===== config.mk =====
export PLATFORM = sky130hd
export DESIGN_NAME = acs_sequencer
export DESIGN_NICKNAME = d
export VERILOG_FILES = /design/src/rtl/acs_pkg.sv /design/src/rtl/acs_sequencer.sv
export SDC_FILE = /design/constraint.sdc
export NUM_CORES = 2
export LEC_CHECK = 0
export BUFFER_PORTS_ARGS = -buffer_cell sky130_fd_sc_hd__buf_2
export CAP_MARGIN = 20
export CORE_AREA = 2 2 436 438
export CTS_CLUSTER_DIAMETER = 200
export DETAILED_ROUTE_END_ITERATION = 7
export DIE_AREA = 0 0 438 440
export SYNTH_ARGS = -nofsm -noshare
export SYNTH_HDL_FRONTEND = slang
export SYNTH_SLANG_ARGS = --single-unit

===== constraint.sdc =====
create_clock -name core_clk_i -period 6.1 [get_ports core_clk_i]
set_clock_uncertainty 0.1 [all_clocks]
set_input_delay 0.61 -clock core_clk_i [delete_from_list [all_inputs] [get_ports core_clk_i]]
set_output_delay 0.61 -clock core_clk_i [all_outputs]
set_load 0.03 [all_outputs]

===== src/rtl/acs_pkg.sv =====
// Purpose: Shared constants and types for the accelerator command sequencer
// Assumes: Short command words only; long-form words are rejected
// Notes: All offsets, codes and reset values live here

package acs_pkg;

  // ****************************************************************
  // Command word layout
  // ****************************************************************
  localparam int ACS_WORD_W = 16;
  localparam int ACS_CODE_W = 10;
  localparam int ACS_TAG_LSB = 10;
  localparam logic [5:0] ACS_SHORT_TAG = 6'h00;

  // ****************************************************************
  // Short command codes
  // ****************************************************************
  localparam logic [9:0] ACS_OP_HALT = 10'h000;
  localparam logic [9:0] ACS_OP_NOTIFY = 10'h001;
  localparam logic [9:0] ACS_OP_CONV = 10'h002;
  localparam logic [9:0] ACS_OP_DWCONV = 10'h003;
  localparam logic [9:0] ACS_OP_POOL = 10'h005;
  localparam logic [9:0] ACS_OP_ELEM = 10'h006;
  localparam logic [9:0] ACS_OP_DMAQ = 10'h010;
  localparam logic [9:0] ACS_OP_DMAW = 10'h011;
  localparam logic [9:0] ACS_OP_KWAIT = 10'h012;
  localparam logic [9:0] ACS_OP_STATE_BASE = 10'h100;
  localparam logic [9:0] ACS_OP_BLOCKDEP = 10'h12f;

  // ****************************************************************
  // Internal state table and counters
  // ****************************************************************
  localparam int ACS_STATE_NUM = 64;
  localparam int ACS_STATE_IDX_W = 6;
  localparam int ACS_STATE_SEL_LSB = 6;
  localparam logic [1:0] ACS_BLOCKDEP_RST = 2'h3;
  localparam int ACS_KCNT_W = 3;
  localparam logic [2:0] ACS_KCNT_MAX = 3'h7;

  // ****************************************************************
  // Status word fields
  // ****************************************************************
  localparam int ACS_MASK_LSB = 16;
  localparam int ACS_ST_STOP = 0;
  localparam int ACS_ST_KBUSY = 1;
  localparam int ACS_ST_DBUSY = 2;
  localparam int ACS_ST_NPEND = 3;
  localparam logic [31:0] ACS_STATUS_RST = 32'h0000_0000;

  // ****************************************************************
  // Types
  // ****************************************************************
  typedef struct packed {
    logic [15:0] word;
    logic [15:0] param;
  } acs_cmd_t;

  typedef struct packed {
    logic [9:0] op;
    logic [15:0] mode;
  } acs_kern_t;

  typedef logic [ACS_STATE_NUM-1:0][15:0] acs_regs_t;

  typedef enum logic [1:0] {
    ACS_S_FETCH = 2'b00,
    ACS_S_EXEC = 2'b01,
    ACS_S_STOP = 2'b10
  } acs_state_t;

endpackage : acs_pkg


===== src/rtl/acs_sequencer.sv =====
// Purpose: Short command word sequencer with blocking and non-blocking completion
// Assumes: Kernel units finish in issue order; one DMA descriptor in flight
// Notes: Every output is a flop; one command executes at a time
//
// Functional notes
// - Commands after notify or kernel start may begin before those finish
// - Kernel operation finishes only when its output tensor is stored
// - Blocking commands hold all later commands until their completion
// - State setting stores its value; later kernel starts use it
// - Running kernel operations keep the state captured at their start
// - DMA queueing completes once the descriptor is accepted, not transferred
// - Wait commands hold later commands until their condition holds
// - Block dependency limits overlap of successive kernel starts
// - DMA wait admits no command until earlier DMA data is in memory
// - Short word has upper six bits zero; low ten bits select command
// - Short command has no payload; one 16-bit parameter
// - Halt merges mask into status upper half, stops, raises interrupt
// - At halt interrupt all earlier work done; later commands not started (code waits for kernels and notify only, not a pending DMA transfer)
// - Notify merges mask into status upper half, keeps running, interrupts
// - At notify interrupt all operations up to the notify are done (code counts only earlier kernels, not a pending DMA transfer)
// - Code 0x002 starts a convolution stripe with stored state
// - DMA queue code 0x010 stalls until channel 0 accepts a descriptor
// - DMA wait code 0x011 waits until the single transfer is complete
// - Kernel wait code 0x012 holds until at most n kernels remain

`timescale 1ns/10ps

module acs_sequencer
  import acs_pkg::*;
(
  input wire logic core_clk_i,
  input wire logic rstn_i,
  input wire acs_cmd_t cmd_i,
  input wire logic cmd_valid_i,
  output logic cmd_ready_o,
  output logic kern_valid_o,
  input wire logic kern_ready_i,
  output acs_kern_t kern_info_o,
  output acs_regs_t kern_state_o,
  input wire logic kern_done_i,
  output logic dma_valid_o,
  input wire logic dma_ready_i,
  input wire logic dma_done_i,
  output logic [1:0] blockdep_o,
  output logic [31:0] status_o,
  input wire logic status_clr_i,
  input wire logic resume_i,
  output logic irq_o,
  output logic bad_cmd_o
);

  // ****************************************************************
  // Decode helpers
  // ****************************************************************
  function automatic logic is_kernel(input logic [9:0] code);
    is_kernel = (code == ACS_OP_CONV) || (code == ACS_OP_DWCONV) ||
                (code == ACS_OP_POOL) || (code == ACS_OP_ELEM);
  endfunction : is_kernel

  // ****************************************************************
  // Registers
  // ****************************************************************
  acs_state_t state_r, state_nxt;
  acs_cmd_t cur_r;
  acs_regs_t state_tab_r;
  logic ready_r;
  logic kern_valid_r, kern_valid_nxt;
  acs_kern_t kern_info_r;
  acs_regs_t kern_state_r;
  logic dma_valid_r, dma_valid_nxt;
  logic dma_pend_r, dma_pend_nxt;
  logic [ACS_KCNT_W-1:0] kcnt_r, kcnt_nxt;
  logic [1:0] blockdep_r;
  logic npend_r, npend_nxt;
  logic [ACS_KCNT_W-1:0] ncnt_r, ncnt_nxt;
  logic [15:0] nmask_r;
  logic [31:0] status_r;
  logic irq_r;
  logic bad_r;

  // ****************************************************************
  // Current command decode
  // ****************************************************************
  wire [9:0] code_w = cur_r.word[ACS_CODE_W-1:0];
  wire [15:0] param_w = cur_r.param;
  wire short_w = cur_r.word[ACS_WORD_W-1:ACS_TAG_LSB] == ACS_SHORT_TAG;
  wire exec_w = state_r == ACS_S_EXEC;
  wire op_halt_w = short_w && code_w == ACS_OP_HALT;
  wire op_notify_w = short_w && code_w == ACS_OP_NOTIFY;
  wire op_kern_w = short_w && is_kernel(code_w);
  wire op_dmaq_w = short_w && code_w == ACS_OP_DMAQ;
  wire op_dmaw_w = short_w && code_w == ACS_OP_DMAW;
  wire op_kwait_w = short_w && code_w == ACS_OP_KWAIT;
  wire op_bdep_w = short_w && code_w == ACS_OP_BLOCKDEP;
  wire op_state_w = short_w &&
    code_w[9:ACS_STATE_SEL_LSB] == ACS_OP_STATE_BASE[9:ACS_STATE_SEL_LSB];
  wire [ACS_STATE_IDX_W-1:0] sidx_w = code_w[ACS_STATE_IDX_W-1:0];

  // ****************************************************************
  // Handshakes and completion conditions
  // ****************************************************************
  wire fetch_w = state_r == ACS_S_FETCH && ready_r && cmd_valid_i;
  wire kern_hs_w = kern_valid_r && kern_ready_i;
  wire dma_hs_w = dma_valid_r && dma_ready_i;
  wire dep_ok_w = kcnt_r <= {1'b0, blockdep_r} && kcnt_r != ACS_KCNT_MAX;
  wire kern_raise_w = exec_w && op_kern_w && !kern_valid_r && dep_ok_w;
  wire dma_raise_w = exec_w && op_dmaq_w && !dma_valid_r && !dma_pend_r;
  wire halt_ok_w = kcnt_r == '0 && !npend_r;
  wire kwait_ok_w = kcnt_r <= {1'b0, param_w[1:0]};
  wire nfire_w = npend_r && ncnt_r == '0;
  wire halt_fire_w = exec_w && op_halt_w && halt_ok_w;
  wire state_wr_w = exec_w && op_state_w;

  logic done_w;
  always_comb begin
    done_w = 1'b1;
    if (op_halt_w) begin
      done_w = halt_ok_w;
    end else if (op_notify_w) begin
      done_w = !npend_r;
    end else if (op_kern_w) begin
      done_w = kern_hs_w;
    end else if (op_dmaq_w) begin
      done_w = dma_hs_w;
    end else if (op_dmaw_w) begin
      done_w = !dma_pend_r;
    end else if (op_kwait_w) begin
      done_w = kwait_ok_w;
    end
  end
  wire exec_done_w = exec_w && done_w;

  // ****************************************************************
  // Sequencer state machine
  // ****************************************************************
  always_comb begin
    state_nxt = state_r;
    unique case (state_r)
      ACS_S_FETCH: begin
        if (fetch_w) begin
          state_nxt = ACS_S_EXEC;
        end
      end
      ACS_S_EXEC: begin
        if (halt_fire_w) begin
          state_nxt = ACS_S_STOP;
        end else if (exec_done_w) begin
          state_nxt = ACS_S_FETCH;
        end
      end
      ACS_S_STOP: begin
        if (resume_i) begin
          state_nxt = ACS_S_FETCH;
        end
      end
      default: begin
        state_nxt = ACS_S_FETCH;
      end
    endcase
  end

  // ****************************************************************
  // Next values for counters and flags
  // ****************************************************************
  assign kern_valid_nxt = kern_valid_r ? !kern_ready_i : kern_raise_w;
  assign dma_valid_nxt = dma_valid_r ? !dma_ready_i : dma_raise_w;
  assign dma_pend_nxt = dma_hs_w || (dma_pend_r && !dma_done_i);
  assign kcnt_nxt = kcnt_r + ACS_KCNT_W'(kern_hs_w) - ACS_KCNT_W'(kern_done_i);

  wire notify_take_w = exec_w && op_notify_w && !npend_r;
  assign npend_nxt = notify_take_w || (npend_r && !nfire_w);
  always_comb begin
    ncnt_nxt = ncnt_r;
    if (notify_take_w) begin
      ncnt_nxt = kcnt_r - ACS_KCNT_W'(kern_done_i);
    end else if (npend_r && kern_done_i && ncnt_r != '0) begin
      ncnt_nxt = ncnt_r - ACS_KCNT_W'(1'b1);
    end
  end

  wire [15:0] mask_set_w = halt_fire_w ? param_w : (nfire_w ? nmask_r : 16'h0000);
  wire [15:0] mask_keep_w = status_clr_i ? 16'h0000 : status_r[31:ACS_MASK_LSB];
  wire stop_nxt_w = state_nxt == ACS_S_STOP;
  wire [31:0] status_nxt_w = {mask_keep_w | mask_set_w, 12'h000, npend_nxt,
                              dma_pend_nxt, kcnt_nxt != '0, stop_nxt_w};

  // ****************************************************************
  // Control registers
  // ****************************************************************
  always_ff @(posedge core_clk_i) begin
    if (!rstn_i) begin
      state_r <= ACS_S_FETCH;
      ready_r <= 1'b0;
      kern_valid_r <= 1'b0;
      dma_valid_r <= 1'b0;
      dma_pend_r <= 1'b0;
      kcnt_r <= '0;
      npend_r <= 1'b0;
      ncnt_r <= '0;
      status_r <= ACS_STATUS_RST;
      irq_r <= 1'b0;
      bad_r <= 1'b0;
    end else begin
      state_r <= state_nxt;
      ready_r <= state_nxt == ACS_S_FETCH && !fetch_w;
      kern_valid_r <= kern_valid_nxt;
      dma_valid_r <= dma_valid_nxt;
      dma_pend_r <= dma_pend_nxt;
      kcnt_r <= kcnt_nxt;
      npend_r <= npend_nxt;
      ncnt_r <= ncnt_nxt;
      status_r <= status_nxt_w;
      irq_r <= halt_fire_w || nfire_w;
      bad_r <= exec_w && !short_w;
    end
  end

  // ****************************************************************
  // Command holding and kernel launch registers
  // ****************************************************************
  always_ff @(posedge core_clk_i) begin
    if (!rstn_i) begin
      cur_r <= '0;
      nmask_r <= 16'h0000;
      blockdep_r <= ACS_BLOCKDEP_RST;
      kern_info_r <= '0;
      kern_state_r <= '0;
    end else begin
      if (fetch_w) begin
        cur_r <= cmd_i;
      end
      if (notify_take_w) begin
        nmask_r <= param_w;
      end
      if (exec_w && op_bdep_w) begin
        blockdep_r <= param_w[1:0];
      end
      if (kern_raise_w) begin
        kern_info_r <= '{op: code_w, mode: param_w};
        kern_state_r <= state_tab_r;
      end
    end
  end

  // ****************************************************************
  // Internal state table
  // ****************************************************************
  for (genvar gi = 0; gi < ACS_STATE_NUM; gi++) begin : g_state
    wire wr_w = state_wr_w && sidx_w == ACS_STATE_IDX_W'(gi);
    always_ff @(posedge core_clk_i) begin
      if (!rstn_i) begin
        state_tab_r[gi] <= 16'h0000;
      end else if (wr_w) begin
        state_tab_r[gi] <= param_w;
      end
    end
  end

  // ****************************************************************
  // Outputs
  // ****************************************************************
  assign cmd_ready_o = ready_r;
  assign kern_valid_o = kern_valid_r;
  assign kern_info_o = kern_info_r;
  assign kern_state_o = kern_state_r;
  assign dma_valid_o = dma_valid_r;
  assign blockdep_o = blockdep_r;
  assign status_o = status_r;
  assign irq_o = irq_r;
  assign bad_cmd_o = bad_r;
endmodule : acs_sequencer


After elaboration in Yosys (flattened, before gate mapping)

Index checks and enable logic that the tools add are counted.
W data, S select, Z words.

$add $sub $neg: 4
Multipliers: 0
Divide/modulo/power cells: 0
Order comparisons: 2
Equality and inequality tests: 77
Shift-type cells: 0
Muxes and demuxes: 18
Bitwise operators: 1
Reductions and logical operators: 124

Operators by type and width:

| operator              | number |
|---|---|
| $eq A6 B6 Y1 const B  | 32 |
| $logic_and A1 B1 Y1   | 98 |
| $eq A6 B5 Y1 const B  | 16 |
| $eq A6 B4 Y1 const B  | 8 |
| $mux W16              | 3 |
| $eq A10 B5 Y1 const B | 3 |
| $eq A6 B3 Y1 const B  | 4 |
| $eq A10 B2 Y1 const B | 2 |
| $eq A10 B3 Y1 const B | 2 |
| $or A16 B16 Y16       | 1 |
| $eq A6 B2 Y1 const B  | 2 |
| $logic_not A6 Y1      | 2 |
| $eq A10 B1 Y1 const B | 1 |
| $eq A10 B9 Y1 const B | 1 |
| $logic_not A1 Y1      | 10 |
| $logic_not A10 Y1     | 1 |
| $mux W1               | 8 |
| $mux W2               | 4 |
| $eq A6 B1 Y1 const B  | 1 |
| $le A3 B2 Y1          | 2 |
| $logic_not A3 Y1      | 2 |
| $logic_or A1 B1 Y1    | 6 |
| $mux W3               | 2 |
| $pmux W2 S3           | 1 |
| other kinds (10)      | 14 |

Register bits: 2171
Bits in latches: 0
RAM bits: 0
ROM bits: 0
Input port bits: 41
Memories: 0

Logic depth before layout (Yosys ltp)

Depth after elaboration: 14
Gate-level depth with buffers: 11

Worst setup path after synthesis

No wires, ideal clock.

Path type: input-to-reg
Start point: input port rstn_i
End point: register state_tab_r[100] in the netlist's numbering
Library setup time: 0.074 ns
Arrival time: 2.269 ns
Data required time: 5.926 ns
Path slack: 3.657 ns
Stages on the path: 8
Buffers on the path: 6
Cells stage by stage: clkbuf_1 -> buf_2 -> clkbuf_1 -> clkbuf_1 -> clkbuf_1 -> buf_1 -> nand3_1 -> o21ai_0

RTL lines:

| what                          | line                 | RTL |
|---|---|---|
| start, declared               | acs_sequencer.sv:32  | `input wire logic rstn_i,` |
| end signal, assigned by index | acs_sequencer.sv:254 | `state_tab_r[gi] <= param_w;` |
| end, declared                 | acs_sequencer.sv:65  | `acs_regs_t state_tab_r;` |

Worst setup path after layout

Start point: register cur_r[29] in the netlist's numbering
End point: register state_tab_r[717] in the netlist's numbering

Cells in the longest elaborated chain, start to end: 4

Ends and longest elaborated chain:

| what                   | line                 | RTL |
|---|---|---|
| start, declared        | acs_sequencer.sv:64  | `acs_cmd_t cur_r;` |
| start signal, assigned | acs_sequencer.sv:230 | `cur_r <= cmd_i;` |
| $logic_not A6 Y1       | acs_sequencer.sv:86  | `wire short_w = cur_r.word[ACS_WORD_W-1:ACS_TAG_LSB] == ACS_SHORT_TAG;` |
| $logic_and A1 B1 Y1    | acs_sequencer.sv:95  | `wire op_state_w = short_w &&` |
| $logic_and A1 B1 Y1    | acs_sequencer.sv:112 | `wire state_wr_w = exec_w && op_state_w;` |
| $logic_and A1 B1 Y1    | acs_sequencer.sv:249 | `wire wr_w = state_wr_w && sidx_w == ACS_STATE_IDX_W'(gi);` |

Every way passes these cells.
A chain may end at the register's enable or synchronous reset.

==> results.json <==
{
  "final_max_slew_viol_count": 0,
  "num-fill-cells": 18290,
  "drt_iter0_drc": 5194,
  "total_power_mw": 28.79,
  "synth_edf_count": 0,
  "start_kind": "register",
  "cap_violations": 0,
  "path_delay_family": "simple AND/OR/NAND/NOR gates",
  "period_share": 0.6231,
  "arrival_ns": 4.43,
  "clk_pin_slew_ns": 0.06,
  "pwr-share-clk": 0.478,
  "wirelength_mm": 281.9,
  "min_path_type": "primary input to register",
  "power_frac_comb": 0.030,
  "route.detailed.drc": 0,
  "tightestPinTransition_ns": 1.224,
  "cts_sinks": 2157,
  "clockBufferDepth": 3,
  "dp.final_hpwl_mm": 178.7,
  "fp.dieW_um": 438,
  "ir_drop_mv": 0.2711,
  "nNetsFinal": 9828,
  "io_buffer_count": 1117,
  "avgSynthCellArea_um2": 8.549,
  "async_flop_share": 0,
  "endpoint_kind": "register",
  "io_pins": 1130,
  "yosysSeqAreaShare": 0.5548,
  "crit_buf_inv": 1,
  "clk_latency_ns": 0.88,
  "drt_first_pass_iters": 6,
  "power.internal_mw": 22.30,
  "synthCells": 9105,
  "synthDistinctLibCells": 50,
  "finalNonFillerCells": 12480,
  "path_class": "register to register",
  "num_vias": 65470,
  "grt_antenna_before_repair": 29,
  "grt_pass1_vias": 60040,
  "fmax_mhz": 263.1,
  "antenna_left": 0,
  "die-height_um": 440,
  "cts-root-buf": "clkbuf_16",
  "viasPerCell": 5.246,
  "numCtsBuffers": 216,
  "synth_seq_cells": 2157,
  "grt_max_degree": 297,
  "coreArea_um2": 188600,
  "layout_min_cycle_time_ns": 3.801,
  "wire_per_inst_um": 22.59,
  "place.gp.congestion": 0.8279,
  "synth_largest_area_cell": "dfxtp_1",
  "cp_cell_sequence": "nor2_1, and4b_4, buf_4, nand4_1, nand2_1, a21boi_0",
  "synthTopCellsByCount": "nand2_1 (3199), dfxtp_1 (2157), a21boi_0 (1299), clkbuf_1 (595), nand3_1 (535)",
  "dieArea_um2": 192700,
  "grt_setup_unrepaired": "false",
  "start_util": 0.4127,
  "power_switching_mw": 6.491,
  "max_stage_delay_ns": 1.02,
  "p_leak_nw": 34.03,
  "post_cts_resized": 0,
  "netlist_area_um2": 77840,
  "dp.cells": 12030,
  "setup_violations": 0,
  "cts_hold_buffers": 37,
  "h-tree-depth": 4,
  "synthTopCellsByArea": "dfxtp_1 (55%), nand2_1 (15%), a21boi_0 (13%)",
  "p_per_area_nw_per_um2": 311.4,
  "tns_ns": 0,
  "gr-total-overflow": 0,
  "area_growth_pct": 18.80,
  "hold_violations": 0,
  "sw_frac_of_total": 0.2254,
  "cp_data_required_time_ns": 6.73,
  "power_frac_seq": 0.492,
  "cts_tree": "built",
  "synthFlopType": "dfxtp_1",
  "critPathMaxFanout": 65,
  "drive_gt1_frac": 0.1658,
  "synth_top_cell_area_share": 0.5548,
  "postLayoutCoreUtil": 0.4904,
  "crit_slowest_cell": "nand4_1",
  "fp-row-count": 160,
  "slew_headroom": 0.1838,
  "status": "finished, final reports clean",
  "synth_most_common_cell": "nand2_1",
  "postCtsSetupBuffers": 0,
  "grt_pass1_wl_mm": 401.6,
  "yosys_warnings": 0,
  "grt_usage": 0.2790
}
state kept, by name (all words and copies together), names as in the netlist:
register	cells
ncnt_r	3
dma_valid_o	1
kern_info_o	26
kern_state_o	1024
blockdep_o	2
bad_cmd_o	1
nmask_r	16
state_tab_r	1024
irq_o	1
code_w	10
param_w	16
status_o	20
cmd_ready_o	1
state_r	2
cur_r	6
kcnt_r	3
kern_valid_o	1
layout make-up:
class                   count  area, µm²  area share
flip-flops and latches   2157      43210      0.4673
inverters                  11      41.29   0.0004465
multi-input cells        6101      31270      0.3382
repair buffers           1289       7385     0.07986
clock buffers             314       6247     0.06756
well taps                2511       3142     0.03398
diodes                     13      32.53   0.0003518
clock inverters            84       1141     0.01234
layer usage:
metal,global-route usage,wire length [µm]
met1,0.3472,115800
met2,0.4505,131100
met3,0.04365,15810
met4,0.1794,19150
met5,0,14
power groups by stage:
stage | clock network, mW | logic (mW) | registers [mW]
floorplan | 0 | 0.523 | 14.4
global placement | 0 | 0.830 | 14.5
detailed placement | 0 | 0.839 | 14.5
CTS | 14.0 | 0.864 | 14.2
global route | 14.6 | 0.904 | 14.2
finish | 13.8 | 0.862 | 14.2
path summary, 6_finish.rpt:
check              startpoint                 to  slack (ns)  cells past startpoint
max                 cur_r[29]   state_tab_r[717]        2.30                      6
min                    rstn_i  kern_state_o[138]        0.11                      2
max reg2reg         cur_r[29]   state_tab_r[717]        2.30                      6
min reg2reg  state_tab_r[405]  kern_state_o[405]        0.33                      2
kinds of logic (layout without fill, tap and decap cells):
family / Yosys count / after routing / share of synthesized area
AOI/OAI and AO/OA: 2158 / 2158 / 0.1917
xor gates and xnor gates: 4 / 4 / 0.0004500
adders and majority gates: 11 / 11 / 0.001865
buffers and inverters: 858 / 1698 / 0.04607
DFF: 2157 / 2157 / 0.5548
muxes: 1 / 1 / 0.0001286
other: 1 / 25 / 0.00004818
and+or+nand+nor: 3915 / 3915 / 0.2050
metrics by stage:
stage	instance area (µm²)	setup WS, ns	hold slack [ns]
2_1_floorplan	77880	3.657	0.3310
3_3_place_gp	84520	2.206	0.3351
3_5_place_dp	84670	2.226	0.3420
4_1_cts	92420	2.211	0.07315
5_1_grt	92460	2.018	0.1289
6_report	92470	2.299	0.1064
placed cells by master, fill, tap and decap left out, types with 12 or more instances in the layout:
cell type | netlist | layout
a21boi_0 | 1299 | 1299
a21boi_1 | 291 | 291
a222oi_1 | 16 | 16
and4_1 | 35 | 34
buf_12 | 0 | 29
buf_2 | 178 | 1116
buf_4 | 36 | 100
bufinv_16 | 0 | 19
clkbuf_1 | 595 | 54
clkbuf_16 | 0 | 219
clkbuf_8 | 0 | 41
clkinv_2 | 0 | 43
conb_1 | 1 | 12
dfxtp_1 | 2157 | 2140
dfxtp_2 | 0 | 14
diode_2 | 0 | 13
dlygate4sd3_1 | 0 | 37
nand2_1 | 3199 | 3183
nand2_2 | 0 | 14
nand3_1 | 535 | 534
nand4_1 | 65 | 65
nor2b_1 | 24 | 22
o21ai_0 | 532 | 532
Power figures use the tool's default switching activity.
